`src/sfe_pkg.sv`:
```
// Behaviour
// - Chip select high deselects; every data line output is released.
// - Chip select low selects; instructions, address, data accepted, read data returned.
// - After reset nothing is accepted until chip select falls from high.
// - A started erase, program or status write runs to its end regardless of select.
// - Single-line input sampled on data line 0 at each rising serial clock.
// - Single-line output driven on data line 1, changing at falling serial clock.
// - Dual and quad lines sample on rising and drive on falling serial clock.
// - Clock modes 0 and 3 only; master idles clock low or high at select edges.
// - Dual read opcodes turn data lines 0 and 1 into two-way lines.
// - Quad read opcodes use all four data lines as two-way lines.
// - Four-line opcodes work only with quad mode enabled; pins become lines 2 and 3.
// - Active-low write protect, with protect mode, blocks status register writes.
// - With quad mode enabled the write protect function is not applied.
// - Pause works in single and dual operation only, never in quad.
// - Pause takes effect only while chip select is low.
// - Pause starts at pause-pin fall if clock low, else after next clock fall.
// - Pause ends at pause-pin rise if clock low, else after next clock fall.
// - While paused, outputs released; serial input and clock ignored.
// - Pause keeps partial instruction and page data; transfer resumes where it stopped.
// - Quad mode enable is non-volatile status bit 9, cleared by default.
package sfe_pkg;

    localparam logic [7:0] OP_WREN = 8'h06;
    localparam logic [7:0] OP_WRDI = 8'h04;
    localparam logic [7:0] OP_RDSR1 = 8'h05;
    localparam logic [7:0] OP_RDSR2 = 8'h35;
    localparam logic [7:0] OP_WRSR = 8'h01;
    localparam logic [7:0] OP_READ = 8'h03;
    localparam logic [7:0] OP_FAST = 8'h0B;
    localparam logic [7:0] OP_DOUT = 8'h3B;
    localparam logic [7:0] OP_DIO = 8'hBB;
    localparam logic [7:0] OP_QOUT = 8'h6B;
    localparam logic [7:0] OP_QIO = 8'hEB;
    localparam logic [7:0] OP_PP = 8'h02;
    localparam logic [7:0] OP_SE = 8'h20;
    localparam logic [7:0] OP_BE32 = 8'h52;
    localparam logic [7:0] OP_BE64 = 8'hD8;
    localparam logic [7:0] OP_CE1 = 8'hC7;
    localparam logic [7:0] OP_CE2 = 8'h60;

    localparam int SR_BUSY = 0;
    localparam int SR_WEL = 1;
    localparam int SR_SRP0 = 7;
    localparam int SR_SRP1 = 8;
    localparam int SR_QE = 9;
    localparam logic [15:0] SR_RESET = 16'h0000;
    localparam logic [15:0] SR_NV_MASK = 16'h03FC;
    localparam logic [1:0] SRP_SOFT = 2'h0;
    localparam logic [1:0] SRP_HARD = 2'h1;

    localparam logic [2:0] LANE_1 = 3'h1;
    localparam logic [2:0] LANE_2 = 3'h2;
    localparam logic [2:0] LANE_4 = 3'h4;
    localparam logic [5:0] ADDR_BITS = 6'h18;
    localparam logic [5:0] ADDR_MODE_BITS = 6'h20;
    localparam logic [3:0] DUMMY_FAST = 4'h8;
    localparam logic [3:0] DUMMY_QIO = 4'h4;
    localparam logic [5:0] OPCODE_LAST = 6'h07;
    localparam logic [2:0] BYTE_LAST = 3'h7;

    localparam int BUSY_CYCLES_DEF = 1000;

    typedef enum logic [6:0] {
        ST_WAIT = 7'h01,
        ST_CMD = 7'h02,
        ST_ADDR = 7'h04,
        ST_DUMMY = 7'h08,
        ST_DIN = 7'h10,
        ST_DOUT = 7'h20,
        ST_DONE = 7'h40
    } sfe_phase_t;

    typedef struct packed {
        logic cs_n;
        logic sclk;
        logic [3:0] dl;
    } sfe_pins_t;

    typedef struct packed {
        logic valid;
        logic allow_busy;
        logic has_addr;
        logic [2:0] addr_w;
        logic [5:0] addr_bits;
        logic [3:0] dummy;
        logic is_read;
        logic [2:0] out_w;
        logic [1:0] src;
        logic is_din;
        logic is_op;
    } sfe_decode_t;

endpackage

```
`src/sfe_busy_timer.sv`:
```
`timescale 1ns/10ps
`default_nettype none
module sfe_busy_timer #(
    parameter int CYCLES = sfe_pkg::BUSY_CYCLES_DEF
) (
    input wire logic clk_in,
    input wire logic srst_in,
    input wire logic ce_in,
    input wire logic start_in,
    output logic busy_out,
    output logic done_out
);
    localparam int CW = $clog2(CYCLES + 1);
    localparam logic [CW-1:0] LOAD = CW'(CYCLES);

    typedef struct packed {
        logic busy;
        logic done;
        logic [CW-1:0] cnt;
    } sfe_timer_t;

    sfe_timer_t t_r;
    sfe_timer_t t_nxt;

    always_comb begin
        t_nxt = t_r;
        t_nxt.done = 1'b0;
        if (!t_r.busy) begin
            if (start_in) begin
                t_nxt.busy = 1'b1;
                t_nxt.cnt = LOAD;
            end
        end else if (t_r.cnt <= CW'(1)) begin
            // Runs on whatever chip select does
            t_nxt.busy = 1'b0;
            t_nxt.done = 1'b1;
            t_nxt.cnt = '0;
        end else begin
            t_nxt.cnt = t_r.cnt - CW'(1);
        end
    end

    always_ff @(posedge clk_in) begin
        if (srst_in) begin
            t_r <= '0;
        end else if (ce_in) begin
            t_r <= t_nxt;
        end
    end

    assign busy_out = t_r.busy;
    assign done_out = t_r.done;
endmodule
`default_nettype wire

```
`src/sfe_front_end.sv`:
```
`timescale 1ns/10ps
`default_nettype none
module sfe_front_end #(
    parameter int BUSY_CYCLES = sfe_pkg::BUSY_CYCLES_DEF
) (
    input wire logic clk_in,
    input wire logic srst_in,
    input wire logic ce_in,
    input wire logic cs_n_in,
    input wire logic sclk_in,
    input wire logic [3:0] data_line_in,
    output logic [3:0] data_line_out,
    output logic [3:0] data_line_oe_out,
    input wire logic [7:0] rd_data_in,
    output logic [23:0] rd_addr_out,
    output logic pgm_valid_out,
    output logic [7:0] pgm_data_out,
    output logic [23:0] pgm_addr_out,
    output logic op_start_out,
    output logic [7:0] op_code_out,
    output logic [23:0] op_addr_out,
    output logic busy_out,
    output logic quad_mode_enable_out,
    output logic selected_out,
    output logic paused_out
);

    ////////////////////////////////////////////////////////////////////////////

    typedef struct packed {
        sfe_pkg::sfe_phase_t phase;
        logic cs_q;
        logic sclk_q;
        logic cmd_ok;
        logic [7:0] opcode;
        sfe_pkg::sfe_decode_t dec;
        logic [31:0] shin;
        logic [5:0] cnt;
        logic [23:0] addr;
        logic [7:0] obuf;
        logic [2:0] obit;
        logic [2:0] ibit;
        logic drv;
        logic paused;
        logic sel;
        logic wel;
        logic [15:0] sr_nv;
        logic [15:0] sr_wbuf;
        logic [15:0] sr_pend;
        logic [1:0] wr_bytes;
        logic [3:0] dout;
        logic [3:0] doe;
        logic pgm_valid;
        logic [7:0] pgm_data;
        logic [23:0] pgm_addr;
        logic op_start;
        logic [7:0] op_code;
        logic [23:0] op_addr;
    } sfe_core_t;

    sfe_core_t c_r;
    sfe_core_t c_nxt;
    sfe_pkg::sfe_pins_t pins;
    logic busy;
    logic op_done;

    ////////////////////////////////////////////////////////////////////////////

    // Every pin is outside the clock domain
    sfe_sync2 #(
        .W(6)
    ) u_sync (
        .clk_in(clk_in),
        .srst_in(srst_in),
        .ce_in(ce_in),
        .d_in({cs_n_in, sclk_in, data_line_in}),
        .q_out(pins)
    );

    sfe_busy_timer #(
        .CYCLES(BUSY_CYCLES)
    ) u_timer (
        .clk_in(clk_in),
        .srst_in(srst_in),
        .ce_in(ce_in),
        .start_in(c_r.op_start),
        .busy_out(busy),
        .done_out(op_done)
    );

    ////////////////////////////////////////////////////////////////////////////

    function automatic sfe_pkg::sfe_decode_t decode(input logic [7:0] op, input logic qe);
        sfe_pkg::sfe_decode_t d;
        d = '0;
        d.addr_w = sfe_pkg::LANE_1;
        d.addr_bits = sfe_pkg::ADDR_BITS;
        d.out_w = sfe_pkg::LANE_1;
        case (op)
            sfe_pkg::OP_WREN, sfe_pkg::OP_WRDI: begin
                d.valid = 1'b1;
            end
            sfe_pkg::OP_RDSR1, sfe_pkg::OP_RDSR2: begin
                d.valid = 1'b1;
                d.allow_busy = 1'b1;
                d.is_read = 1'b1;
                d.src = (op == sfe_pkg::OP_RDSR1) ? 2'h1 : 2'h2;
            end
            sfe_pkg::OP_WRSR: begin
                d.valid = 1'b1;
                d.is_din = 1'b1;
            end
            sfe_pkg::OP_READ, sfe_pkg::OP_FAST: begin
                d.valid = 1'b1;
                d.has_addr = 1'b1;
                d.is_read = 1'b1;
                d.dummy = (op == sfe_pkg::OP_FAST) ? sfe_pkg::DUMMY_FAST : 4'h0;
            end
            sfe_pkg::OP_DOUT, sfe_pkg::OP_DIO: begin
                d.valid = 1'b1;
                d.has_addr = 1'b1;
                d.is_read = 1'b1;
                d.out_w = sfe_pkg::LANE_2;
                if (op == sfe_pkg::OP_DIO) begin
                    d.addr_w = sfe_pkg::LANE_2;
                    d.addr_bits = sfe_pkg::ADDR_MODE_BITS;
                end else begin
                    d.dummy = sfe_pkg::DUMMY_FAST;
                end
            end
            sfe_pkg::OP_QOUT, sfe_pkg::OP_QIO: begin
                d.valid = qe;
                d.has_addr = 1'b1;
                d.is_read = 1'b1;
                d.out_w = sfe_pkg::LANE_4;
                if (op == sfe_pkg::OP_QIO) begin
                    d.addr_w = sfe_pkg::LANE_4;
                    d.addr_bits = sfe_pkg::ADDR_MODE_BITS;
                    d.dummy = sfe_pkg::DUMMY_QIO;
                end else begin
                    d.dummy = sfe_pkg::DUMMY_FAST;
                end
            end
            sfe_pkg::OP_PP: begin
                d.valid = 1'b1;
                d.has_addr = 1'b1;
                d.is_din = 1'b1;
                d.is_op = 1'b1;
            end
            sfe_pkg::OP_SE, sfe_pkg::OP_BE32, sfe_pkg::OP_BE64: begin
                d.valid = 1'b1;
                d.has_addr = 1'b1;
                d.is_op = 1'b1;
            end
            sfe_pkg::OP_CE1, sfe_pkg::OP_CE2: begin
                d.valid = 1'b1;
                d.is_op = 1'b1;
            end
            default: begin
                d.valid = 1'b0;
            end
        endcase
        return d;
    endfunction

    function automatic logic [3:0] lanes_in(input logic [2:0] w, input logic [3:0] dl);
        case (w)
            sfe_pkg::LANE_2: lanes_in = {2'h0, dl[1:0]};
            sfe_pkg::LANE_4: lanes_in = dl;
            default: lanes_in = {3'h0, dl[0]};
        endcase
    endfunction

    function automatic logic [3:0] lanes_out(input logic [2:0] w, input logic [7:0] b);
        case (w)
            sfe_pkg::LANE_2: lanes_out = {2'h0, b[7:6]};
            sfe_pkg::LANE_4: lanes_out = b[7:4];
            default: lanes_out = {2'h0, b[7], 1'b0};
        endcase
    endfunction

    function automatic logic [3:0] lane_mask(input logic [2:0] w);
        case (w)
            sfe_pkg::LANE_2: lane_mask = 4'h3;
            sfe_pkg::LANE_4: lane_mask = 4'hF;
            default: lane_mask = 4'h2;
        endcase
    endfunction

    ////////////////////////////////////////////////////////////////////////////

    logic rise;
    logic fall;
    logic cs_fall;
    logic cs_rise;
    logic hold_ok;
    logic active;
    logic wp_eff;
    logic wr_allowed;
    logic [31:0] sh;
    logic [5:0] step;
    logic [7:0] ob;
    logic [7:0] status_lo;
    logic [7:0] src_byte;
    sfe_pkg::sfe_decode_t dn;

    always_comb begin
        c_nxt = c_r;
        sh = c_r.shin;
        step = 6'h0;
        ob = c_r.obuf;
        dn = c_r.dec;
        rise = pins.sclk & ~c_r.sclk_q;
        fall = ~pins.sclk & c_r.sclk_q;
        // reset leaves cs_q low, so only a real fall from high selects
        cs_fall = ~pins.cs_n & c_r.cs_q;
        cs_rise = pins.cs_n & ~c_r.cs_q;
        active = ~pins.cs_n & ~c_r.paused;
        status_lo = {c_r.sr_nv[7:2], c_r.wel, busy};
        case (c_r.dec.src)
            2'h1: src_byte = status_lo;
            2'h2: src_byte = c_r.sr_nv[15:8];
            default: src_byte = rd_data_in;
        endcase
        // quad mode takes the pin away from write protect
        wp_eff = c_r.sr_nv[sfe_pkg::SR_QE] | pins.dl[2];
        wr_allowed = ({c_r.sr_nv[sfe_pkg::SR_SRP1], c_r.sr_nv[sfe_pkg::SR_SRP0]}
                      == sfe_pkg::SRP_SOFT) ||
                     (({c_r.sr_nv[sfe_pkg::SR_SRP1], c_r.sr_nv[sfe_pkg::SR_SRP0]}
                      == sfe_pkg::SRP_HARD) && wp_eff);
        c_nxt.cs_q = pins.cs_n;
        c_nxt.sclk_q = pins.sclk;
        c_nxt.pgm_valid = 1'b0;
        c_nxt.op_start = 1'b0;

        // commit only when the timed cycle ends
        if (op_done && c_r.op_code == sfe_pkg::OP_WRSR) begin
            c_nxt.sr_nv = (c_r.sr_nv & ~sfe_pkg::SR_NV_MASK) |
                          (c_r.sr_pend & sfe_pkg::SR_NV_MASK);
        end

        // pin is data line 3 in quad mode; only while selected
        hold_ok = ~c_r.sr_nv[sfe_pkg::SR_QE] & ~pins.cs_n & c_r.sel;
        // pause follows the pin only while the clock is low
        if (!hold_ok) begin
            c_nxt.paused = 1'b0;
        end else if (!pins.sclk) begin
            c_nxt.paused = ~pins.dl[3];
        end

        if (cs_rise) begin
            if (c_r.cmd_ok) begin
                if (c_r.opcode == sfe_pkg::OP_WREN) begin
                    c_nxt.wel = 1'b1;
                end else if (c_r.opcode == sfe_pkg::OP_WRDI) begin
                    c_nxt.wel = 1'b0;
                end else if (c_r.opcode == sfe_pkg::OP_WRSR) begin
                    if (c_r.wel && c_r.wr_bytes != 2'h0 && c_r.ibit == 3'h0 && wr_allowed) begin
                        c_nxt.op_start = 1'b1;
                        c_nxt.op_code = c_r.opcode;
                        c_nxt.sr_pend = c_r.sr_wbuf;
                        c_nxt.wel = 1'b0;
                    end
                end else if (c_r.dec.is_op && c_r.wel && c_r.ibit == 3'h0 &&
                             (c_r.phase == sfe_pkg::ST_DONE || c_r.phase == sfe_pkg::ST_DIN)) begin
                    c_nxt.op_start = 1'b1;
                    c_nxt.op_code = c_r.opcode;
                    c_nxt.op_addr = c_r.addr;
                    c_nxt.wel = 1'b0;
                end
            end
            // deselect clears instruction and shift state
            c_nxt.phase = sfe_pkg::ST_WAIT;
            c_nxt.cmd_ok = 1'b0;
            c_nxt.cnt = 6'h0;
            c_nxt.ibit = 3'h0;
            c_nxt.obit = 3'h0;
            c_nxt.drv = 1'b0;
            c_nxt.paused = 1'b0;
            c_nxt.sel = 1'b0;
        end else if (cs_fall) begin
            c_nxt.sel = 1'b1;
            c_nxt.phase = sfe_pkg::ST_CMD;
            c_nxt.cnt = 6'h0;
            c_nxt.shin = 32'h0;
            c_nxt.wr_bytes = 2'h0;
        end else if (active && rise) begin
            // state is only touched by unpaused edges, so a pause resumes in place
            case (c_r.phase)
                sfe_pkg::ST_CMD: begin
                    // opcode MSB first on data line 0
                    sh = {c_r.shin[30:0], pins.dl[0]};
                    c_nxt.shin = sh;
                    c_nxt.cnt = c_r.cnt + 6'h1;
                    if (c_r.cnt == sfe_pkg::OPCODE_LAST) begin
                        dn = decode(sh[7:0], c_r.sr_nv[sfe_pkg::SR_QE]);
                        c_nxt.opcode = sh[7:0];
                        c_nxt.dec = dn;
                        c_nxt.cnt = 6'h0;
                        c_nxt.shin = 32'h0;
                        c_nxt.cmd_ok = dn.valid & (dn.allow_busy | ~busy);
                        c_nxt.sr_wbuf = c_r.sr_nv;
                        if (!(dn.valid && (dn.allow_busy || !busy))) begin
                            c_nxt.phase = sfe_pkg::ST_DONE;
                        end else if (dn.has_addr) begin
                            c_nxt.phase = sfe_pkg::ST_ADDR;
                        end else if (dn.is_read) begin
                            c_nxt.phase = sfe_pkg::ST_DOUT;
                        end else if (dn.is_din) begin
                            c_nxt.phase = sfe_pkg::ST_DIN;
                        end else begin
                            c_nxt.phase = sfe_pkg::ST_DONE;
                        end
                    end
                end
                sfe_pkg::ST_ADDR: begin
                    step = {3'h0, c_r.dec.addr_w};
                    sh = (c_r.shin << c_r.dec.addr_w) |
                         {28'h0, lanes_in(c_r.dec.addr_w, pins.dl)};
                    c_nxt.shin = sh;
                    c_nxt.cnt = c_r.cnt + step;
                    if (c_r.cnt + step == c_r.dec.addr_bits) begin
                        c_nxt.addr = (c_r.dec.addr_bits == sfe_pkg::ADDR_MODE_BITS) ?
                                     sh[31:8] : sh[23:0];
                        c_nxt.cnt = 6'h0;
                        if (c_r.dec.dummy != 4'h0) begin
                            c_nxt.phase = sfe_pkg::ST_DUMMY;
                        end else if (c_r.dec.is_read) begin
                            c_nxt.phase = sfe_pkg::ST_DOUT;
                        end else if (c_r.dec.is_din) begin
                            c_nxt.phase = sfe_pkg::ST_DIN;
                        end else begin
                            c_nxt.phase = sfe_pkg::ST_DONE;
                        end
                    end
                end
                sfe_pkg::ST_DUMMY: begin
                    c_nxt.cnt = c_r.cnt + 6'h1;
                    if (c_r.cnt + 6'h1 == {2'h0, c_r.dec.dummy}) begin
                        c_nxt.cnt = 6'h0;
                        c_nxt.phase = sfe_pkg::ST_DOUT;
                    end
                end
                sfe_pkg::ST_DIN: begin
                    sh = {c_r.shin[30:0], pins.dl[0]};
                    c_nxt.shin = sh;
                    c_nxt.ibit = c_r.ibit + 3'h1;
                    if (c_r.ibit == sfe_pkg::BYTE_LAST) begin
                        if (c_r.opcode == sfe_pkg::OP_WRSR) begin
                            if (c_r.wr_bytes == 2'h0) begin
                                c_nxt.sr_wbuf[7:0] = sh[7:0];
                                c_nxt.wr_bytes = 2'h1;
                            end else if (c_r.wr_bytes == 2'h1) begin
                                c_nxt.sr_wbuf[15:8] = sh[7:0];
                                c_nxt.wr_bytes = 2'h2;
                            end
                        end else begin
                            // Page wraps inside its 256 bytes
                            c_nxt.pgm_valid = 1'b1;
                            c_nxt.pgm_data = sh[7:0];
                            c_nxt.pgm_addr = c_r.addr;
                            c_nxt.addr = {c_r.addr[23:8], c_r.addr[7:0] + 8'h01};
                        end
                    end
                end
                default: begin
                    c_nxt.phase = c_r.phase;
                end
            endcase
        end else if (active && fall && c_r.phase == sfe_pkg::ST_DOUT) begin
            // output changes only on the falling clock
            ob = (c_r.obit == 3'h0) ? src_byte : c_r.obuf;
            c_nxt.dout = lanes_out(c_r.dec.out_w, ob);
            c_nxt.obuf = ob << c_r.dec.out_w;
            c_nxt.obit = c_r.obit + c_r.dec.out_w;
            c_nxt.drv = 1'b1;
            if (c_r.obit + c_r.dec.out_w == 3'h0 && c_r.dec.src == 2'h0) begin
                c_nxt.addr = c_r.addr + 24'h000001;
            end
        end

        // release every line when deselected or paused
        if (!pins.cs_n && !c_nxt.paused && c_nxt.drv && c_nxt.phase == sfe_pkg::ST_DOUT) begin
            c_nxt.doe = lane_mask(c_r.dec.out_w);
        end else begin
            c_nxt.doe = 4'h0;
        end
    end

    always_ff @(posedge clk_in) begin
        if (srst_in) begin
            c_r <= '0;
            c_r.phase <= sfe_pkg::ST_WAIT;
            c_r.sr_nv <= sfe_pkg::SR_RESET;
        end else if (ce_in) begin
            c_r <= c_nxt;
        end
    end

    ////////////////////////////////////////////////////////////////////////////

    assign data_line_out = c_r.dout;
    assign data_line_oe_out = c_r.doe;
    assign rd_addr_out = c_r.addr;
    assign pgm_valid_out = c_r.pgm_valid;
    assign pgm_data_out = c_r.pgm_data;
    assign pgm_addr_out = c_r.pgm_addr;
    assign op_start_out = c_r.op_start;
    assign op_code_out = c_r.op_code;
    assign op_addr_out = c_r.op_addr;
    assign busy_out = busy;
    assign quad_mode_enable_out = c_r.sr_nv[sfe_pkg::SR_QE];
    assign selected_out = c_r.sel;
    assign paused_out = c_r.paused;

endmodule
`default_nettype wire

```
`src/sfe_sync2.sv`:
```
`timescale 1ns/10ps
`default_nettype none
module sfe_sync2 #(
    parameter int W = 1
) (
    input wire logic clk_in,
    input wire logic srst_in,
    input wire logic ce_in,
    input wire logic [W-1:0] d_in,
    output logic [W-1:0] q_out
);
    typedef struct packed {
        logic [W-1:0] meta;
        logic [W-1:0] q;
    } sfe_sync_t;

    sfe_sync_t s_r;
    sfe_sync_t s_nxt;

    always_comb begin
        s_nxt.meta = d_in;
        s_nxt.q = s_r.meta;
    end

    always_ff @(posedge clk_in) begin
        if (srst_in) begin
            s_r <= '0;
        end else if (ce_in) begin
            s_r <= s_nxt;
        end
    end

    assign q_out = s_r.q;
endmodule
`default_nettype wire
```
`config.mk`:
```
export PLATFORM = sky130hd
export DESIGN_NAME = sfe_front_end
export DESIGN_NICKNAME = d
export VERILOG_FILES = /design/src/sfe_pkg.sv /design/src/sfe_busy_timer.sv /design/src/sfe_front_end.sv /design/src/sfe_sync2.sv
export SDC_FILE = /design/constraint.sdc
export NUM_CORES = 1
export LEC_CHECK = 0
export BUFFER_PORTS_ARGS = -buffer_cell sky130_fd_sc_hd__buf_4
export CELL_PAD_IN_SITES_DETAIL_PLACEMENT = 1
export CELL_PAD_IN_SITES_GLOBAL_PLACEMENT = 1
export CORE_ASPECT_RATIO = 0.6
export CORE_MARGIN = 5
export CORE_UTILIZATION = 49
export DETAILED_ROUTE_END_ITERATION = 12
export HOLD_SLACK_MARGIN = 0.03
export PLACE_DENSITY_LB_ADDON = 0.12
export SLEW_MARGIN = 0
export SYNTH_ARGS = -nofsm -noshare
export SYNTH_HDL_FRONTEND = slang
export SYNTH_HIERARCHICAL = 1
export SYNTH_SLANG_ARGS = --single-unit
export TNS_END_PERCENT = 30
```
`constraint.sdc`:
```
create_clock -name clk_in -period 5.8 [get_ports clk_in]
set_input_delay 0.29 -clock clk_in [delete_from_list [all_inputs] [get_ports clk_in]]
set_output_delay 0.29 -clock clk_in [all_outputs]
set_load 0.03 [all_outputs]
```
# Word level (Yosys, flattened, before mapping)
# Cells that the tools add are included.
# totals
regBits	258
word_cells	353
# classes
addsub	7
order_cmp	1
n_eq_ne	58
shifts	2
muxes	135
n_bitwise	26
reduce_logical	79
# ops
op	n
$mux W33	13
$mux W71	2
$mux W7	15
$mux W24	4
$pmux W32 S3	1
$mux W10	6
$pmux W24 S2	1
$mux W1	46
$eq A8 B3 Y1 const B	5
$mux W8	5
$mux W38	1
$mux W35	1
$reduce_and A7 Y1	5
$eq A8 B8 Y1 const B	4
$mux W4	8
$or A32 B4 Y32	1
$reduce_bool A2 Y1	16
$shl A32 B3 Y32	1
$mux W30	1
$mux W9	3
$add A24 B1 Y24 const B	1
$eq A8 B1 Y1 const B	3
$eq A8 B6 Y1 const B	3
$eq A8 B7 Y1 const B	3
other kinds (66)	159

# Longest topological paths before layout
# Gate-level depths: netlist of run 1.
# depth
depth_word	20
mapped_depth	14
mapped_depth_nobuf	11

# Modules after synthesis
# Netlist of run 1, hierarchy kept.
# modules_own_cells
mod	n_inst	cells_each	area_each_um2	seq_area_each_um2
sfe_front_end	1	1586	12652.1	4224.1
sfe_busy_timer	1	86	684.4	240.2
sfe_sync2	1	38	420.4	240.2

# Least setup slack after synthesis of run 1
# OpenSTA, ideal clock, no wires.
# synth_timing
path_kind	register to register
startpoint	register c_r[223] in the netlist's numbering
endpoint	register c_r (netlist bit rd_addr_out[2])
setup_ns	0.117
t_arrival_ns	2.895
t_required_ns	5.683
setup_slack_ns	2.787
stages_incl_launch_ff	14
n_path_buf	3
synth_period_minus_slack_ns	3.013
path_cell_list	dfxtp_1 buf_2 buf_2 inv_1 fa_1 nor2b_1 o22ai_1 a2111o_1 a21oi_2 nand2_2 a21oi_2 buf_4 o21ai_1 a32o_1
# synth_between
elab_chain_len	11
# synth_rtl
element	line	source
start: declaration	sfe_front_end.sv:61	sfe_core_t c_r;
start signal: assignment	sfe_front_end.sv:396	c_r <= c_nxt;
$eq A3 B3 Y1 / $eq A3 B2 Y1 (equally long branches)	sfe_front_end.sv:167	case (w)
$pmux W4 S2	sfe_front_end.sv:167	
$mux W4	sfe_front_end.sv:289	case (c_r.phase)
$mux W4	sfe_front_end.sv:287	end else if (active && rise) begin
$mux W4	sfe_front_end.sv:281	end else if (cs_fall) begin
$mux W4	sfe_front_end.sv:251	if (cs_rise) begin
$or A32 B4 Y32	sfe_front_end.sv:318	sh = (c_r.shin << c_r.dec.addr_w) |
$mux W24	sfe_front_end.sv:323	c_nxt.addr = (c_r.dec.addr_bits == sfe_pkg::ADDR_MODE_BITS) ?
$mux W30	sfe_front_end.sv:322	if (c_r.cnt + step == c_r.dec.addr_bits) begin
$pmux W24 S2	sfe_front_end.sv:289	
$mux W24	sfe_front_end.sv:287	
# Parallel ways exist; a longest one is shown, timed or not. The select of a mux whose other input is x is not followed.
# A chain may end at the register's enable or synchronous reset.

# Worst setup path in the final report of run 1
# layout_timing
startpoint	register c_r[222] in the netlist's numbering
endpoint	register c_r (netlist bit rd_addr_out[5])
# layout_between
elab_chain_len	6
# layout_rtl
element
branches (longest 6 deep; another with $add A6 B3 Y6)
# Parallel ways; which one is timed is not known. The select of a mux whose other input is x is not followed.

==> metrics, run 1 <==
Ant. Diodes 0; Post-synth EDFFs 0; Tmin final 4.51 ns; via count of the first global-routing pass 12,431; Tcrit/Tclk final 77.8%; Gate Count Post-Synth 1,710; Synth cell types 90; antenna violations before repair 0; Final Hold Fails 0; Synth Flop Type dfxtp_1; Post-DP HPWL 33,600 µm; Critical Path AT 4.95 ns; unrepaired setup endpoints after global routing no; DRT iter0 DRCs 1,213; drt pass-1 iters 5; Rel. slew slack 22.4%; largest net degree at the start of global routing 99; Highest Clock Rate 222 MHz; critical path endpoint category flip-flop; buffers added on ports 118; critical path class flip-flop to flip-flop; CP bufs+invs 1; Worst IR Drop VDD 0.000249 V; Least-Margin Pin Slew 1.16 ns; Area contributors post-synth dfxtp_1 (34%), a21oi_1 (7.1%), mux2i_1 (6.3%); DRC 0; Synth Warn # 6; post-synthesis register bit count 235; Fin Clk Skew 0.0144 ns; CTS tree done; GRT overflow 0; TritonCTS buffer count 25; area fraction of the dominant cell type after synthesis 34.2%; hold bufs inserted after CTS 6; # setup viols final 0; gr usage total 28.9%; worst min path class primary input to flip-flop; crit-path most repeated cell a21oi_2; vias 12,802; Synth Area per Inst 8.04 µm²; CP max FO 37; Power, Total 3360 µW; latest clock arrival within the worst-skew pair 0.55 ns; RePlAce Congestion 0.945; FP Rows 47; Critical Path, Cell by Cell ha_1 > inv_1 > fa_1 > nor2b_1 > o22ai_1 > a2111o_1 > a21oi_2 > nand2_2 > a21oi_2 > o21ai_1 > a32o_1; wire length of the first global-routing pass 73,900 µm; TNS Setup 0 ns; register area share after synthesis 34.2%; CTS root buf clkbuf_16; commonest non-fill, non-tap cell in the layout dfxtp_1; max incr delay on CP 1.03 ns; Avg WL per Cell 23.2 µm; number of vias per cell 6.26; H-Tree Level Count 1; Top-Level Pins 119; status completed; critical path's slowest cell dfxtp_2; cell family with most CP delay compound AO/OA/AOI/OAI gates; post_cts resized 0; Die W 226 µm; Routed Antenna Nets 0; Post-Syn Area 13,800 µm²; synthesized net count 1,745; worst path required time 6.24 ns; Async S/R FF share, synth 0%; commonest cells after routing, fill and taps aside dfxtp_1 (234), nand2_1 (214), nor2_1 (204); utilization after layout 53.8%; layout cell share with drive strength beyond 1 15.6%; WL final 47,500 µm; Starting Density 49.8%; crit path launch type flip-flop; P_leak 0.00562 µW; Max Cap Violations 0; die area 31,600 µm²; CTS clk-pin slew, worst paths 0.06 ns; power per cell area 226 nW/µm²; Sink Count 235; Die Height 140 µm; largest area contributor in the netlist dfxtp_1; nets 1,697; postcts setup bufs 0; Clock Path Buffers 3; Final Max Tran Viols 0; Syn-to-layout area delta 8.05%; Core ar. 27,600 µm²
[registers in the layout (all words and copies together) (netlist names)]
signal and cells:
selected_out 1, u_sync/q_out 6, data_line_oe_out 3, pgm_valid_out 1
data_line_out 4, op_start_out 1, u_timer/busy_out 1, rd_addr_out 24
op_addr_out 24, paused_out 1, pgm_data_out 8, u_timer/done_out 1
quad_mode_enable_out 1, pgm_addr_out 24, c_r 111, u_sync/s_nxt 6
u_timer/t_r 10, op_code_out 8
[routing by layer]
| metal | global-route usage, % | routed length (µm) | share of wire [%] | up-vias |
|---|---|---|---|---|
| li1 | - | - | - | 5885 |
| met1 | 46.5 | 23500 | 49 | 6364 |
| met2 | 37.9 | 18600 | 39 | 508 |
| met3 | 9.26 | 4950 | 10 | 45 |
| met4 | 3.48 | 431 | 0.91 | 0 |
| met5 | 0 | 0 | 0 | - |
[worst register-to-register path, stage by stage, from the launching register on]
cell      delay [ns]
dfxtp_2         1.03
ha_1            0.35
inv_1           0.07
fa_1            0.41
nor2b_1         0.22
o22ai_1         0.17
a2111o_1        0.46
a21oi_2         0.53
nand2_2         0.23
a21oi_2         0.49
o21ai_1         0.16
a32o_1          0.28
[kinds of logic (layout without fill, tap and decap cells)]
logic type	after synthesis	count (layout)	synth area share, %
AOI/OAI and AO/OA	415	415	18.5
xor gates and xnor gates	12	12	0.764
adders and majority gates	18	18	1.75
buffers and inverters	247	215	9.96
DFF	235	235	34.2
muxes	133	133	12.6
and+or+nand+nor	650	650	22.3
[synthesized netlist by cell type, types with 4 or more instances]
cell	number
o21ai_1	15
dfxtp_1	235
and3_1	12
nor2b_1	9
a22oi_1	14
buf_6	4
a211oi_1	23
or3_1	13
xnor2_1	7
a32o_1	4
nand3_1	70
nor2_1	205
o21a_1	7
inv_1	29
o21ai_0	58
a21oi_1	195
nor3_1	22
nand2_1	214
nand3b_1	8
ha_1	16
o41ai_1	5
buf_1	7
mux4_2	30
a21o_1	9
a31oi_1	12
nor4b_1	8
buf_4	101
nor4_1	13
mux2i_1	87
xor2_1	5
nand2b_1	13
and2_1	7
clkbuf_1	78
o22ai_1	9
o32ai_1	13
nand4_1	10
mux2_2	16
a22o_1	11
o211ai_1	4
or4_1	5
nor3b_1	5
or2_2	7
buf_2	27
[report_power, final]
part / switching, µW / internal, µW / total, µW
Clock: 699 / 929 / 1630
Sequential: 6.92 / 1620 / 1630
Combinational: 75.9 / 30.4 / 106
[per-stage QoR]
stage	std cells	area (µm²)	setup WS [ns]	hold slack (ns)
after floorplan	1710	13800	2.79	0.362
after global placement	1996	14000	1.48	0.439
after detailed placement	1996	14000	1.37	0.439
after CTS	2045	14900	1.30	0.246
after global routing	2045	14900	0.969	0.277
final	2045	14900	1.29	0.262
[worst paths after layout]
kind                                          start                    to  slack [ns]  depth (start not counted)
worst max-delay path                       c_r[222]        rd_addr_out[5]        1.29                         11
worst min register to register  data_line_oe_out[1]   data_line_oe_out[1]        0.45                          2
worst min-delay path                        srst_in  quad_mode_enable_out        0.26                          2
worst max register to register             c_r[222]        rd_addr_out[5]        1.29                         11
[layout make-up]
class,count,area [µm²]
Fill cell,3330,12800
Clock buffer,31,688
Clock inverter,12,121
Multi-Input combinational cell,1228,7690
Timing Repair Buffer,142,1080
Inverter,30,113
Sequential cell,235,4710
Tap cell,367,459
No activity file was read; power rests on OpenSTA's default activity.
==> run 2, diff against run 1 <==
- ABC_AREA: not set -> 1
- CORE_UTILIZATION: 49 -> 44
- clock period: 5.8 -> 4.34 ns (I/O delays scaled with it)
==> run 2 against run 1 <==
  * Maximum frequency increased by 31%
  * Combinational power increased to 3.3 times the previous value
  * Cell count increased by 21%
  * Sequential power increased by 36%
  * Critical path depth increased by 1
  * Clock skew decreased by 0.0033 ns
  * Critical endpoint is now pgm_addr_out[22]
==> metrics, run 2 <==
WHS Endpoint c_r[237]; Clock power frac 48.8%; Routed Antenna Nets 0; synthesized net count 2,096; area fraction of the dominant cell type after synthesis 33.8%; post-synthesis register bit count 235; final hold slack 0.101 ns; power per cell area 327 nW/µm²; post_cts resized 0; Avg WL per Cell 20.9 µm; Tmin final 3.44 ns; largest register by flop count c_r; DRC 0; unrepaired setup endpoints after global routing no; worst path required time 4.83 ns; Sink Count 235; via count of the first global-routing pass 13,876; TritonCTS buffer count 26; Post-DP HPWL 37,900 µm; Syn-to-layout area delta 10.1%; R2R Path End pgm_addr_out[22]; Final Hold Fails 0; Min-Delay Path Depth 2; gr usage total 28.1%; worst min path class primary input to flip-flop; Switching Fraction 24.9%; number of vias per cell 5.84; Highest Clock Rate 291 MHz; Final Max Tran Viols 0; critical path class flip-flop to flip-flop; postcts setup bufs 0; FP Rows 50; top post-synthesis cells by count nand2_1 (396), o21ai_0 (273), dfxtp_1 (235); Synth Area per Inst 6.76 µm²; Post-synth EDFFs 0; WL final 51,700 µm; Fin Clk Skew 0.0111 ns; Die W 240 µm; commonest cells after routing, fill and taps aside nand2_1 (396), o21ai_0 (273), dfxtp_1 (234); number of fill cells in the layout 4,046; Critical Path AT 3.93 ns; wire length of the first global-routing pass 80,700 µm; antenna violations before repair 0; FF-to-FF path depth 12; net switching power 1250 µW; Post-Syn Area 13,900 µm²; Ant. Diodes 0; Simple-Gate Fraction of Synth Area 22.4%; largest family of logic cells by synthesized area compound AO/OA/AOI/OAI gates; CTS tree done; post-synthesis compound-gate area fraction 25.8%; vias 14,403; FF-to-FF Start u_sync/q_out[4]; multiplexer share of the synthesized area 1.15%; Core ar. 31,200 µm²; Async S/R FF share, synth 0%; commonest non-fill, non-tap cell in the layout nand2_1; Synth cell types 58; Rel. slew slack 13.6%; Post-Synth Adder-Cell Area 1.72%; Gate Count Post-Synth 2,061; Clock Path Buffers 3; Synth Area in XOR/XNOR 0.602%; nets 2,069; buffers added on ports 118; hold bufs inserted after CTS 6; DRT iter0 DRCs 1,330; HP Start ce_in; most frequent cell after synthesis nand2_1; Least-Margin Pin Slew 1.28 ns; drt pass-1 iters 5; status completed; Die Height 148 µm; crit path launch type flip-flop; TNS Setup 0 ns; critical path endpoint category flip-flop; P_leak 0.00620 µW; FF/Latch Area 4710 µm²; GRT overflow 0; register area share after synthesis 33.8%; number of flip-flops in the largest register 111; RePlAce Congestion 0.925; layout cell share with drive strength beyond 1 12.6%; multi-input logic area 7240 µm²; Max Cap Violations 0; sequential share of power 44.2%; # setup viols final 0; Worst IR Drop VDD 0.000306 V; Pint 3760 µW; Area contributors post-synth dfxtp_1 (34%), nand2_1 (11%), o21ai_0 (9.8%); Comb pwr share 7.0%; H-Tree Level Count 1; CTS root buf clkbuf_16; CP max FO 54; Starting Density 44.6%; Tcrit/Tclk final 79.3%; CTS clk-pin slew, worst paths 0.06 ns; largest area contributor in the netlist dfxtp_1; largest net degree at the start of global routing 73; die area 35,400 µm²; latest clock arrival within the worst-skew pair 0.56 ns; Synth Warn # 6; Synth Flop Type dfxtp_1; Top-Level Pins 119; R2R setup slack 0.90 ns
## run 2: how the worst max path moves through the flow
stage                          startpoint          endpoint  slack (ns)  depth (start not counted)
after floorplan                  c_r[223]    rd_addr_out[9]        1.44                         17
after global placement              ce_in   rd_addr_out[12]        1.07                         14
after detailed placement  u_sync/q_out[4]  pgm_addr_out[22]        1.02                         12
after CTS                 u_sync/q_out[4]  pgm_addr_out[22]        0.99                         12
after global routing      u_sync/q_out[4]   pgm_data_out[7]        0.69                         12
final                     u_sync/q_out[4]  pgm_addr_out[22]        0.90                         12
## run 2: cells by family (layout without fill, tap and decap cells)
logic type	after synthesis	after routing
xor gates and xnor gates	8	8
muxes	16	16
AOI/OAI and AO/OA	637	637
buffers and inverters	416	407
and+or+nand+nor	731	731
DFF	235	235
adders and majority gates	18	18
## run 2: through the flow
step | setup slack (ns) | instance area [µm²] | power, µW | utilization [%] | cells
2_1_floorplan | 1.44 | 13900 | 2480 | - | 2061
3_3_place_gp | 1.07 | 14300 | 2590 | 46.0 | 2416
3_5_place_dp | 1.02 | 14300 | 2600 | 46.0 | 2416
4_1_cts | 0.988 | 15300 | 5040 | 49.2 | 2468
5_1_grt | 0.692 | 15300 | 5180 | 49.2 | 2468
6_report | 0.900 | 15300 | 5010 | 49.2 | 2468
## run 2: power groups by stage
stage | clock network (µW) | registers (µW) | logic, µW
6_report | 2450 | 2220 | 349
5_1_grt | 2580 | 2220 | 381
3_5_place_dp | 0 | 2260 | 334
3_3_place_gp | 0 | 2260 | 328
4_1_cts | 2480 | 2220 | 342
2_1_floorplan | 0 | 2250 | 228
## run 2: worst max-delay path, cell delays in order, from the launching register on
cell and delay, ns:
dfxtp_1 0.37, inv_2 0.06, or2_4 0.24, nor3_4 0.43, inv_4 0.14, nor2_4 0.46, inv_2 0.31, nor2_4 0.17
inv_2 0.09, nor3_4 0.43, buf_12 0.32, o21ai_1 0.13, a21oi_2 0.15
## run 2: layer usage
metal / share of wire (%) / global-route usage (%) / vias up
met5: 0 / 0 / -
met4: 1.0 / 3.08 / 0
met3: 9.0 / 7.22 / 46
met2: 40 / 38.7 / 508
met1: 50 / 44.9 / 7067
li1: - / - / 6782
## run 2: cell type report
| class | instances | share of cell area [%] |
|---|---|---|
| Inverter | 213 | 5.25 |
| Sequential cell | 235 | 30.7 |
| Timing Repair Buffer | 148 | 7.42 |
| Clock inverter | 6 | 1.01 |
| Multi-Input combinational cell | 1410 | 47.2 |
| Tap cell | 416 | 3.39 |
| Clock buffer | 40 | 5.10 |
